===== src/core/tsq_regs.vh =====
// Register map, field positions, reset values and timing counts of the trigger sequencer.
`ifndef TSQ_REGS_VH
`define TSQ_REGS_VH
`define TSQ_A_CTRL 8'h00
`define TSQ_A_STAT 8'h04
`define TSQ_A_OWN 8'h08
`define TSQ_A_EDG0 8'h0c
`define TSQ_A_RNG0 8'h14
`define TSQ_A_TMR0 8'h1c
`define TSQ_A_INV 8'h24
`define TSQ_A_PAT0 8'h40
`define TSQ_A_LVL0 8'h80
`define TSQ_C_RUN 0
`define TSQ_C_TIMING 1
`define TSQ_C_CLEAR 2
`define TSQ_F_PRIM 3:0
`define TSQ_F_ALT 7:4
`define TSQ_F_ALTLVL 9:8
`define TSQ_F_QUAL 11:10
`define TSQ_F_TRIG 12
`define TSQ_F_ACT0 15:13
`define TSQ_F_ACT1 18:16
`define TSQ_Q_NONE 2'h0
`define TSQ_Q_OCC 2'h1
`define TSQ_Q_GT 2'h2
`define TSQ_Q_LT 2'h3
`define TSQ_T_OFF 3'h0
`define TSQ_T_START 3'h1
`define TSQ_T_STOP 3'h2
`define TSQ_T_PAUSE 3'h3
`define TSQ_T_CONT 3'h4
`define TSQ_E_RISE 2'h1
`define TSQ_E_FALL 2'h2
`define TSQ_E_ANY 2'h3
`define TSQ_LVL_RST 19'h00000
`define TSQ_OWN_RST 12'hfff
`define TSQ_RNG_RST 32'hffff0000
`define TSQ_CLK_NS 40
`define TSQ_TMR_MIN_NS 400
`define TSQ_TMR_MIN_CYC ((`TSQ_TMR_MIN_NS + `TSQ_CLK_NS - 1) / `TSQ_CLK_NS)
`endif


===== src/core/tsq_core.v =====
// Trigger sequence evaluator with resource terms, qualifiers, branching and global timers.
`include "tsq_regs.vh"
`default_nettype none
module tsq_core (
  input wire CLK,
  input wire RST,
  input wire [7:0] ADDR,
  input wire [31:0] WDATA,
  input wire WE,
  input wire RE,
  input wire [15:0] SMP_DATA,
  input wire SMP_VALID,
  output reg [31:0] RDATA,
  output reg TRIG
);
  localparam [1:0] LAST = 2'h3;
  // Shortest timer preset, held at the width of the preset registers.
  localparam [23:0] TMR_MIN = `TSQ_TMR_MIN_CYC;

  // Picks one of the sixteen term values by index.
  function sel_term;
    input [3:0] idx;
    input [15:0] vec;
    begin
      sel_term = vec[idx];
    end
  endfunction

  // True when the bus address selects word idx of a register group at base.
  function slot_hit;
    input [7:0] adr;
    input [7:0] base;
    input [7:0] step;
    input [7:0] idx;
    begin
      slot_hit = (adr == base + step * idx);
    end
  endfunction

  reg run_r;
  reg timing_r;
  reg [11:0] own_r;
  reg [11:0] inv_r;
  reg [17:0] edg_r [0:1];
  reg [31:0] rng_r [0:1];
  reg [23:0] tmr_r [0:1];
  reg [31:0] pat_r [0:9];
  reg [18:0] lcfg_r [0:3];
  reg [15:0] lcnt_r [0:3];
  reg [15:0] prv_r;
  reg [1:0] lvl_r;
  reg [15:0] cnt_r;
  reg done_r;
  wire [1:0] texp;
  wire [15:0] raw;
  wire [15:0] t;
  integer i;

  genvar g;
  generate
    for (g = 0; g < 10; g = g + 1)
    begin : g_pat
      assign raw[g] = (((SMP_DATA ^ pat_r[g][15:0]) & pat_r[g][31:16]) == 16'h0000)
        ^ inv_r[g];
    end
    for (g = 0; g < 2; g = g + 1)
    begin : g_rng
      // The compared field is the single data label; clock qualifiers never reach it.
      assign raw[10 + g] = ((SMP_DATA >= rng_r[g][15:0]) && (SMP_DATA <= rng_r[g][31:16]))
        ^ inv_r[10 + g];
    end
    for (g = 0; g < 2; g = g + 1)
    begin : g_edg
      wire [15:0] rise = ~prv_r & SMP_DATA & edg_r[g][15:0];
      wire [15:0] fall = prv_r & ~SMP_DATA & edg_r[g][15:0];
      wire [1:0] ty = edg_r[g][17:16];
      assign raw[12 + g] = ((ty == `TSQ_E_RISE) && (|rise)) ||
        ((ty == `TSQ_E_FALL) && (|fall)) ||
        ((ty == `TSQ_E_ANY) && (|(rise | fall)));
    end
  endgenerate

  assign raw[15:14] = texp;
  // Terms lent to the other machine read false here; edges stay local and timing-only.
  assign t = {raw[15:14], raw[13:12] & {2{timing_r}}, raw[11:0] & own_r};

  wire [18:0] cfg = lcfg_r[lvl_r];
  wire [15:0] lc = lcnt_r[lvl_r];
  wire [1:0] q = cfg[`TSQ_F_QUAL];
  wire p = sel_term(cfg[`TSQ_F_PRIM], t);
  wire alt_ok = (q == `TSQ_Q_NONE || q == `TSQ_Q_OCC) && (lvl_r != LAST);
  wire a = sel_term(cfg[`TSQ_F_ALT], t) & alt_ok;
  wire [15:0] inc = cnt_r + 16'h0001;

  reg [1:0] lvl_nxt;
  reg [15:0] cnt_nxt;
  reg done_nxt;
  reg trig_nxt;
  reg enter;
  reg hit;

  always @*
  begin
    lvl_nxt = lvl_r;
    cnt_nxt = cnt_r;
    done_nxt = done_r;
    trig_nxt = 1'b0;
    enter = 1'b0;
    hit = 1'b0;
    if (run_r && !done_r && SMP_VALID)
    begin
      case (q)
        `TSQ_Q_OCC:
        begin
          if (p)
          begin
            cnt_nxt = inc;
            hit = (inc >= lc);
          end
        end
        `TSQ_Q_GT:
        begin
          if (p)
          begin
            cnt_nxt = inc;
            hit = (inc >= lc);
          end
          else
            cnt_nxt = 16'h0000;
        end
        `TSQ_Q_LT:
        begin
          if (p)
            cnt_nxt = (cnt_r == 16'hffff) ? cnt_r : inc;
          else
          begin
            hit = (cnt_r != 16'h0000) && (cnt_r <= lc);
            cnt_nxt = 16'h0000;
          end
        end
        default: hit = p;
      endcase
      if (hit)
      begin
        cnt_nxt = 16'h0000;
        if (cfg[`TSQ_F_TRIG])
        begin
          trig_nxt = 1'b1;
          done_nxt = 1'b1;
        end
        else if (lvl_r != LAST)
        begin
          lvl_nxt = lvl_r + 2'h1;
          enter = 1'b1;
        end
      end
      else if (!p && a)
      begin
        cnt_nxt = 16'h0000;
        lvl_nxt = cfg[`TSQ_F_ALTLVL];
        enter = 1'b1;
      end
    end
  end

  wire [18:0] ncfg = lcfg_r[lvl_nxt];
  wire act_ok = enter && (lvl_nxt != 2'h0);

  generate
    for (g = 0; g < 2; g = g + 1)
    begin : g_tmr
      reg [23:0] c_r;
      reg on_r;
      reg exp_r;
      wire [2:0] act = !act_ok ? `TSQ_T_OFF :
        (g == 0) ? ncfg[`TSQ_F_ACT0] : ncfg[`TSQ_F_ACT1];
      wire [23:0] cinc = c_r + 24'h000001;
      assign texp[g] = exp_r;
      always @(posedge CLK)
      begin
        if (RST)
        begin
          c_r <= 24'h000000;
          on_r <= 1'b0;
          exp_r <= 1'b0;
        end
        else if (act == `TSQ_T_START)
        begin
          c_r <= 24'h000000;
          on_r <= 1'b1;
          exp_r <= 1'b0;
        end
        else if (act == `TSQ_T_STOP)
        begin
          c_r <= 24'h000000;
          on_r <= 1'b0;
          exp_r <= 1'b0;
        end
        else if (act == `TSQ_T_PAUSE)
          on_r <= 1'b0;
        else if (act == `TSQ_T_CONT)
          on_r <= 1'b1;
        else if (on_r)
        begin
          if (cinc >= tmr_r[g])
          begin
            c_r <= 24'h000000;
            on_r <= 1'b0;
            exp_r <= 1'b1;
          end
          else
            c_r <= cinc;
        end
      end
    end
  endgenerate

  wire wr_ctrl = WE && (ADDR == `TSQ_A_CTRL);
  wire clr = wr_ctrl && WDATA[`TSQ_C_CLEAR];

  always @(posedge CLK)
  begin
    if (RST)
    begin
      run_r <= 1'b0;
      timing_r <= 1'b0;
      own_r <= `TSQ_OWN_RST;
      inv_r <= 12'h000;
      prv_r <= 16'h0000;
      lvl_r <= 2'h0;
      cnt_r <= 16'h0000;
      done_r <= 1'b0;
      TRIG <= 1'b0;
      for (i = 0; i < 10; i = i + 1)
        pat_r[i] <= 32'h00000000;
      for (i = 0; i < 2; i = i + 1)
      begin
        edg_r[i] <= 18'h00000;
        rng_r[i] <= `TSQ_RNG_RST;
        tmr_r[i] <= TMR_MIN;
      end
      for (i = 0; i < 4; i = i + 1)
      begin
        lcfg_r[i] <= `TSQ_LVL_RST;
        lcnt_r[i] <= 16'h0000;
      end
    end
    else
    begin
      if (SMP_VALID)
        prv_r <= SMP_DATA;
      TRIG <= trig_nxt;
      if (wr_ctrl)
      begin
        // A control write restarts evaluation from the first level.
        run_r <= WDATA[`TSQ_C_RUN];
        timing_r <= WDATA[`TSQ_C_TIMING];
        lvl_r <= 2'h0;
        cnt_r <= 16'h0000;
        done_r <= 1'b0;
      end
      else
      begin
        lvl_r <= lvl_nxt;
        cnt_r <= cnt_nxt;
        done_r <= done_nxt;
      end
      if (clr)
      begin
        for (i = 0; i < 10; i = i + 1)
          pat_r[i] <= 32'h00000000;
        for (i = 0; i < 2; i = i + 1)
        begin
          edg_r[i] <= 18'h00000;
          rng_r[i] <= `TSQ_RNG_RST;
          tmr_r[i] <= TMR_MIN;
        end
      end
      else if (WE)
      begin
        if (ADDR == `TSQ_A_OWN)
          own_r <= WDATA[11:0];
        if (ADDR == `TSQ_A_INV)
          inv_r <= WDATA[11:0];
        for (i = 0; i < 2; i = i + 1)
        begin
          if (slot_hit(ADDR, `TSQ_A_EDG0, 8'h04, i[7:0]))
            edg_r[i] <= WDATA[17:0];
          if (slot_hit(ADDR, `TSQ_A_RNG0, 8'h04, i[7:0]))
            rng_r[i] <= WDATA;
          if (slot_hit(ADDR, `TSQ_A_TMR0, 8'h04, i[7:0]))
            tmr_r[i] <= (WDATA[23:0] < TMR_MIN) ? TMR_MIN : WDATA[23:0];
        end
        for (i = 0; i < 10; i = i + 1)
          if (slot_hit(ADDR, `TSQ_A_PAT0, 8'h04, i[7:0]))
            pat_r[i] <= WDATA;
        for (i = 0; i < 4; i = i + 1)
        begin
          if (slot_hit(ADDR, `TSQ_A_LVL0, 8'h08, i[7:0]))
            lcfg_r[i] <= WDATA[18:0];
          if (slot_hit(ADDR, `TSQ_A_LVL0 + 8'h04, 8'h08, i[7:0]))
            lcnt_r[i] <= WDATA[15:0];
        end
      end
    end
  end

  reg [31:0] rd;
  always @*
  begin
    rd = 32'h00000000;
    case (ADDR)
      `TSQ_A_CTRL: rd = {30'h0, timing_r, run_r};
      `TSQ_A_STAT: rd = {22'h0, texp, 3'h0, done_r, 2'h0, lvl_r};
      `TSQ_A_OWN: rd = {20'h0, own_r};
      `TSQ_A_INV: rd = {20'h0, inv_r};
      `TSQ_A_EDG0: rd = {14'h0, edg_r[0]};
      `TSQ_A_EDG0 + 8'h04: rd = {14'h0, edg_r[1]};
      `TSQ_A_RNG0: rd = rng_r[0];
      `TSQ_A_RNG0 + 8'h04: rd = rng_r[1];
      `TSQ_A_TMR0: rd = {8'h0, tmr_r[0]};
      `TSQ_A_TMR0 + 8'h04: rd = {8'h0, tmr_r[1]};
      default:
      begin
        for (i = 0; i < 10; i = i + 1)
          if (slot_hit(ADDR, `TSQ_A_PAT0, 8'h04, i[7:0]))
            rd = pat_r[i];
        for (i = 0; i < 4; i = i + 1)
        begin
          if (slot_hit(ADDR, `TSQ_A_LVL0, 8'h08, i[7:0]))
            rd = {13'h0, lcfg_r[i]};
          if (slot_hit(ADDR, `TSQ_A_LVL0 + 8'h04, 8'h08, i[7:0]))
            rd = {16'h0, lcnt_r[i]};
        end
      end
    endcase
  end

  always @(posedge CLK)
  begin
    if (RST)
      RDATA <= 32'h00000000;
    else if (RE)
      RDATA <= rd;
    else
      RDATA <= 32'h00000000;
  end
endmodule // tsq_core
`default_nettype wire


===== config.mk =====
export PLATFORM = sky130hd
export DESIGN_NAME = tsq_core
export DESIGN_NICKNAME = d
export VERILOG_FILES = /design/src/core/tsq_core.v
export VERILOG_INCLUDE_DIRS = /design/src /design/src/core
export SDC_FILE = /design/constraint.sdc
export NUM_CORES = 2
export LEC_CHECK = 0
export ABC_AREA = 1
export BUFFER_PORTS_ARGS = -buffer_cell sky130_fd_sc_hd__buf_4
export CAP_MARGIN = 30
export CELL_PAD_IN_SITES_DETAIL_PLACEMENT = 1
export CELL_PAD_IN_SITES_GLOBAL_PLACEMENT = 1
export CORE_MARGIN = 3
export CORE_UTILIZATION = 30
export DETAILED_ROUTE_END_ITERATION = 16
export PLACE_DENSITY = 0.55
export SETUP_SLACK_MARGIN = 0.15
export SLEW_MARGIN = 20
export SYNTH_ARGS = -nofsm -noshare
export SYNTH_HDL_FRONTEND = slang
export SYNTH_SLANG_ARGS = --single-unit

===== constraint.sdc =====
create_clock -name CLK -period 5.9 [get_ports CLK]
set_input_delay 0.295 -clock CLK [delete_from_list [all_inputs] [get_ports CLK]]
set_output_delay 0.295 -clock CLK [all_outputs]
set_load 0.1 [all_outputs]

==> impl_summary.md <==
Critical path
The logic depth of the worst register-to-register path is 34. The largest individual stage delay along the critical path comes from the cell sky130_fd_sc_hd__dfxtp_1. The number of buffers and inverters on the critical path is 5. The kind of start point of the critical path is a register. The kind of end point of the critical path is a register. The cell that appears most often on the critical path is sky130_fd_sc_hd__nand2_1. For the worst setup path, the data required time is 6480 ps. The worst endpoint data arrival time is about 5800 ps. The kind of cell with the highest combined delay along the critical path is simple AND/OR/NAND/NOR gates. The critical path class is register to register. In this run the critical register-to-register path is captured at g_tmr[0].c_r[18]. On the worst path, the slowest cell contributes a delay of 360 ps.

In this run the worst path has a maximum fanout of 27. The startpoint of the lowest-slack register-to-register path is cnt_r[0]. The setup slack on the worst flop-to-flop path is 710 ps.

Floorplanning
The die outline area is 142,000 um^2. The initial core utilization is 30.3%. The count of standard-cell rows is 135.

The area of the core region is between 100,000 and 150,000 um^2. The die boundary width is roughly 380 um. During I/O placement, the number of pins put on the boundary was 94. The height of the chip is between 300 and 400 um.

Clock network
After clock tree synthesis, the clock-pin slew on the worst setup and hold paths is 60 ps. TritonCTS built the clock tree. The clock passes through at most 3 buffers. The post-CTS repair timing setup buffer count is 0.

The tree built by TritonCTS fans out to 754 sinks. In this run the number of H-tree levels came out at 3. The number of buffers created by CTS is 93. The clock reaches the later pin of the worst-skew pair after 730 ps. In this run the clock root is driven by a sky130_fd_sc_hd__clkbuf_16.

Route
The number of remaining DRC errors is 0. The post-detailed-routing wire length is 180,000 um. After detailed routing, the number of vias per cell comes to between 5 and 6. The routed wirelength normalized by instance count is 26.6 um.

Once detail routing completed, the nets flagged for antenna violations numbered 0. Summing over every cut layer, the via total after detailed routing is 36,100. For this run, the detailed router's first-pass iteration total came to 5. The detailed router finished its first iteration with roughly 3,500 violations.

Worst hold path
The worst hold path was traced through 3 stages. The source of the worst hold timing path is WDATA[18]. The tightest min-delay check is of the input port to register type.

The end point of the worst hold path is pat_r[1][18].

Yosys
The biggest area consumer among synthesized cells is sky130_fd_sc_hd__edfxtp_1. Counting instances in the post-synthesis netlist gives the leading cell types as sky130_fd_sc_hd__nand2_1, sky130_fd_sc_hd__nor2_1, sky130_fd_sc_hd__edfxtp_1, sky130_fd_sc_hd__inv_1, sky130_fd_sc_hd__nand3_1. The post-synth design cell area is 41,200 um^2. The area fraction of the dominant cell type after synthesis is between 40 and 50%. Among all cell types in the netlist, the one instantiated most often is sky130_fd_sc_hd__nand2_1. The fraction of registers with async set or reset after synthesis is 0%. In this run, synthesis produced a sequential element count of 754. Sequential cells were found to cover 51.4% of the synthesized design area. The number of enable-type register cells in the synthesized netlist is ~600. The post-synthesis cell type count is 69. The most used flip-flop cell after synthesis is sky130_fd_sc_hd__edfxtp_1. The net count of the mapped netlist is between 5,000 and 6,000. By area the synthesized netlist is led by sky130_fd_sc_hd__edfxtp_1, sky130_fd_sc_hd__nand2_1, sky130_fd_sc_hd__nor2_1. In the synthesized netlist, the number of instances is 4,821. The mean area per synthesized cell is 8.55 um^2.

The synthesis warning total is 0.

Cells and area
The filler-free cell count of the finished design is 6,766. The area taken by flip-flops and latches is between 20,000 and 25,000 um^2. The post-route netlist has 10.6% of its cells at a drive strength greater than 1. The layout overhead on the synthesized area is 15.1%. The number of fill cells in the layout is 15,800.

The number of nets at the end of the flow is a little over 5,000. Summing all multi-input logic gate instances after layout gives 16,900 um^2.

Global routing
The global-route congestion overflow total is 0. Entering global routing, the biggest net connects 50 pins. The initial antenna violation count was 3. The first global-routing pass estimated 259,000 um of wire. The via count of the first global-routing pass is approximately 36,000.

In the global route stage, overall resource usage came out at 25.1%.

STA
The worst-case headroom to the max-slew limit is just under 30%. The final-report max-slew violation count is 0. The aggregate negative setup slack is 0 ps.

Setup repair after global routing left no endpoint under its margin. The highest attainable clock frequency is 193 MHz. The transition time at the pin with the least slew margin is 1060 ps.

The number of hold-slack violations in the final timing report is 0. Of the available clock period, the critical path in the final layout requires 87.9%. For the final database, setup skew stands at 58.4 ps. The final-report setup violation count is 0.

The routed design could run at a clock period as short as 5190 ps.

Power
The power per standard cell area is 277 nW/um^2. In this run the static leakage power is 19.5 nW. The largest vdd supply drop is 209 uV.

Place
The routability-driven placement congestion ratio is 0.912. Once detailed placement completed, the half-perimeter wirelength came to 135,000 um. The count of buffers inserted at the top-level ports is 93.

The number of placed instances with taps included is approximately 6,600.

Status
The flow ran to the end, and the final reports show no timing, DRC or antenna violations.

Job
Max-cap violations in this run came to 0.
kinds of logic after synthesis:
logic type,after synthesis,share of synthesized area (%)
and+or+nand+nor,2345,24.2
adders and majority gates,153,4.65
buffers and inverters,806,7.92
DFF,754,51.4
xor gates and xnor gates,49,1.04
AOI/OAI and AO/OA,714,10.7
worst max-delay path by stage:
stage | start | endpoint | slack (ps) | cells past startpoint
finish | cnt_r[0] | g_tmr[0].c_r[18] | 710 | 34
global route | cnt_r[0] | g_tmr[0].c_r[17] | 170 | 34
CTS | cnt_r[0] | g_tmr[0].c_r[18] | 380 | 34
detailed placement | cnt_r[0] | g_tmr[0].c_r[18] | 420 | 36
global placement | cnt_r[0] | g_tmr[0].c_r[17] | 410 | 36
floorplan | ADDR[1] | pat_r[9][0] | 1520 | 9
worst reg2reg max path: cells and delay by family, from the launching register on:
family,cells,cell delay (ps)
buffers and inverters,5,500
xor gates and xnor gates,1,220
and+or+nand+nor,23,3220
AOI/OAI and AO/OA,4,480
DFF,1,360
adders and majority gates,1,280
sequential cells by signal (all words and copies together), names as in the netlist, 12 cells and up:
signal	cells
RDATA	32
cnt_r	16
edg_r	36
g_tmr.c_r	48
inv_r	12
lcfg_r	76
lcnt_r	64
own_r	12
pat_r	320
prv_r	16
rng_r	64
tmr_r	48
area by class of cell:
cell class,count,area share [%]
timing repair buffer,231,3.91
multi-input combinational,3261,35.7
clock inverter,52,1.15
inverter,567,4.50
sequential,754,44.7
tap,1781,4.70
clock buffer,119,5.35
antenna,1,0.00528
per-stage QoR:
stage               total power [mW]  util, %  hold WS (ps)  instance area (um^2)  setup slack, ps
detailed placement              7.32     32.4           475                 44100              421
CTS                             13.2     34.8          76.5                 47300              379
finish                          13.1     34.9           123                 47400              713
global placement                7.30     32.4           462                 44000              412
floorplan                       6.77        -           367                 41200             1520
global route                    13.6     34.9           117                 47400              174
power breakdown:
part           switching [mW]  internal (mW)  total, mW
clock network            2.52           3.37       5.90
logic                   0.817          0.270       1.09
registers               0.174           5.97       6.15
repair_timing:
item,in CTS,in global routing
hold buffers,14,0
setup endpoints to repair,0,50
endpoints found under the hold margin,37,0
resized for setup,0,8
cell usage in the layout, fill, tap and decap left out, types with 9 or more instances in the layout:
cell | synthesis | layout
sky130_fd_sc_hd__clkbuf_16 | 0 | 96
sky130_fd_sc_hd__nand3_1 | 430 | 426
sky130_fd_sc_hd__clkinv_1 | 12 | 26
sky130_fd_sc_hd__inv_2 | 21 | 25
sky130_fd_sc_hd__nor2_2 | 3 | 15
sky130_fd_sc_hd__a31oi_1 | 9 | 9
sky130_fd_sc_hd__edfxtp_1 | 608 | 608
sky130_fd_sc_hd__nand4_1 | 91 | 91
sky130_fd_sc_hd__clkinv_2 | 1 | 19
sky130_fd_sc_hd__o2111ai_1 | 15 | 15
sky130_fd_sc_hd__o21ai_0 | 190 | 176
sky130_fd_sc_hd__xor2_1 | 39 | 39
sky130_fd_sc_hd__o22ai_1 | 65 | 65
sky130_fd_sc_hd__o211ai_1 | 23 | 23
sky130_fd_sc_hd__a21oi_2 | 41 | 41
sky130_fd_sc_hd__a211oi_1 | 27 | 27
sky130_fd_sc_hd__buf_4 | 5 | 204
sky130_fd_sc_hd__nor3_1 | 42 | 38
sky130_fd_sc_hd__dlygate4sd3_1 | 0 | 14
sky130_fd_sc_hd__xnor2_1 | 10 | 10
sky130_fd_sc_hd__dfxtp_1 | 146 | 146
sky130_fd_sc_hd__nand2_2 | 31 | 31
sky130_fd_sc_hd__ha_1 | 153 | 153
sky130_fd_sc_hd__nor4_1 | 14 | 14
sky130_fd_sc_hd__a221oi_1 | 45 | 45
sky130_fd_sc_hd__a22oi_1 | 19 | 19
sky130_fd_sc_hd__clkbuf_1 | 179 | 18
sky130_fd_sc_hd__o21ai_1 | 7 | 9
sky130_fd_sc_hd__nand2_1 | 878 | 878
sky130_fd_sc_hd__nor2_1 | 814 | 802
sky130_fd_sc_hd__inv_1 | 532 | 524
sky130_fd_sc_hd__a21oi_1 | 229 | 229
routing by layer:
| metal | global-route usage [%] | wire length (um) | up-vias |
|---|---|---|---|
| met4 | 8.03 | 5670 | 0 |
| met3 | 3.35 | 12300 | 233 |
| met5 | 0 | 0 | - |
| met2 | 39.4 | 80400 | 1225 |
| met1 | 35.7 | 81900 | 18200 |
| li1 | - | - | 16500 |
Note: power is estimated with default switching activity, not from simulation.
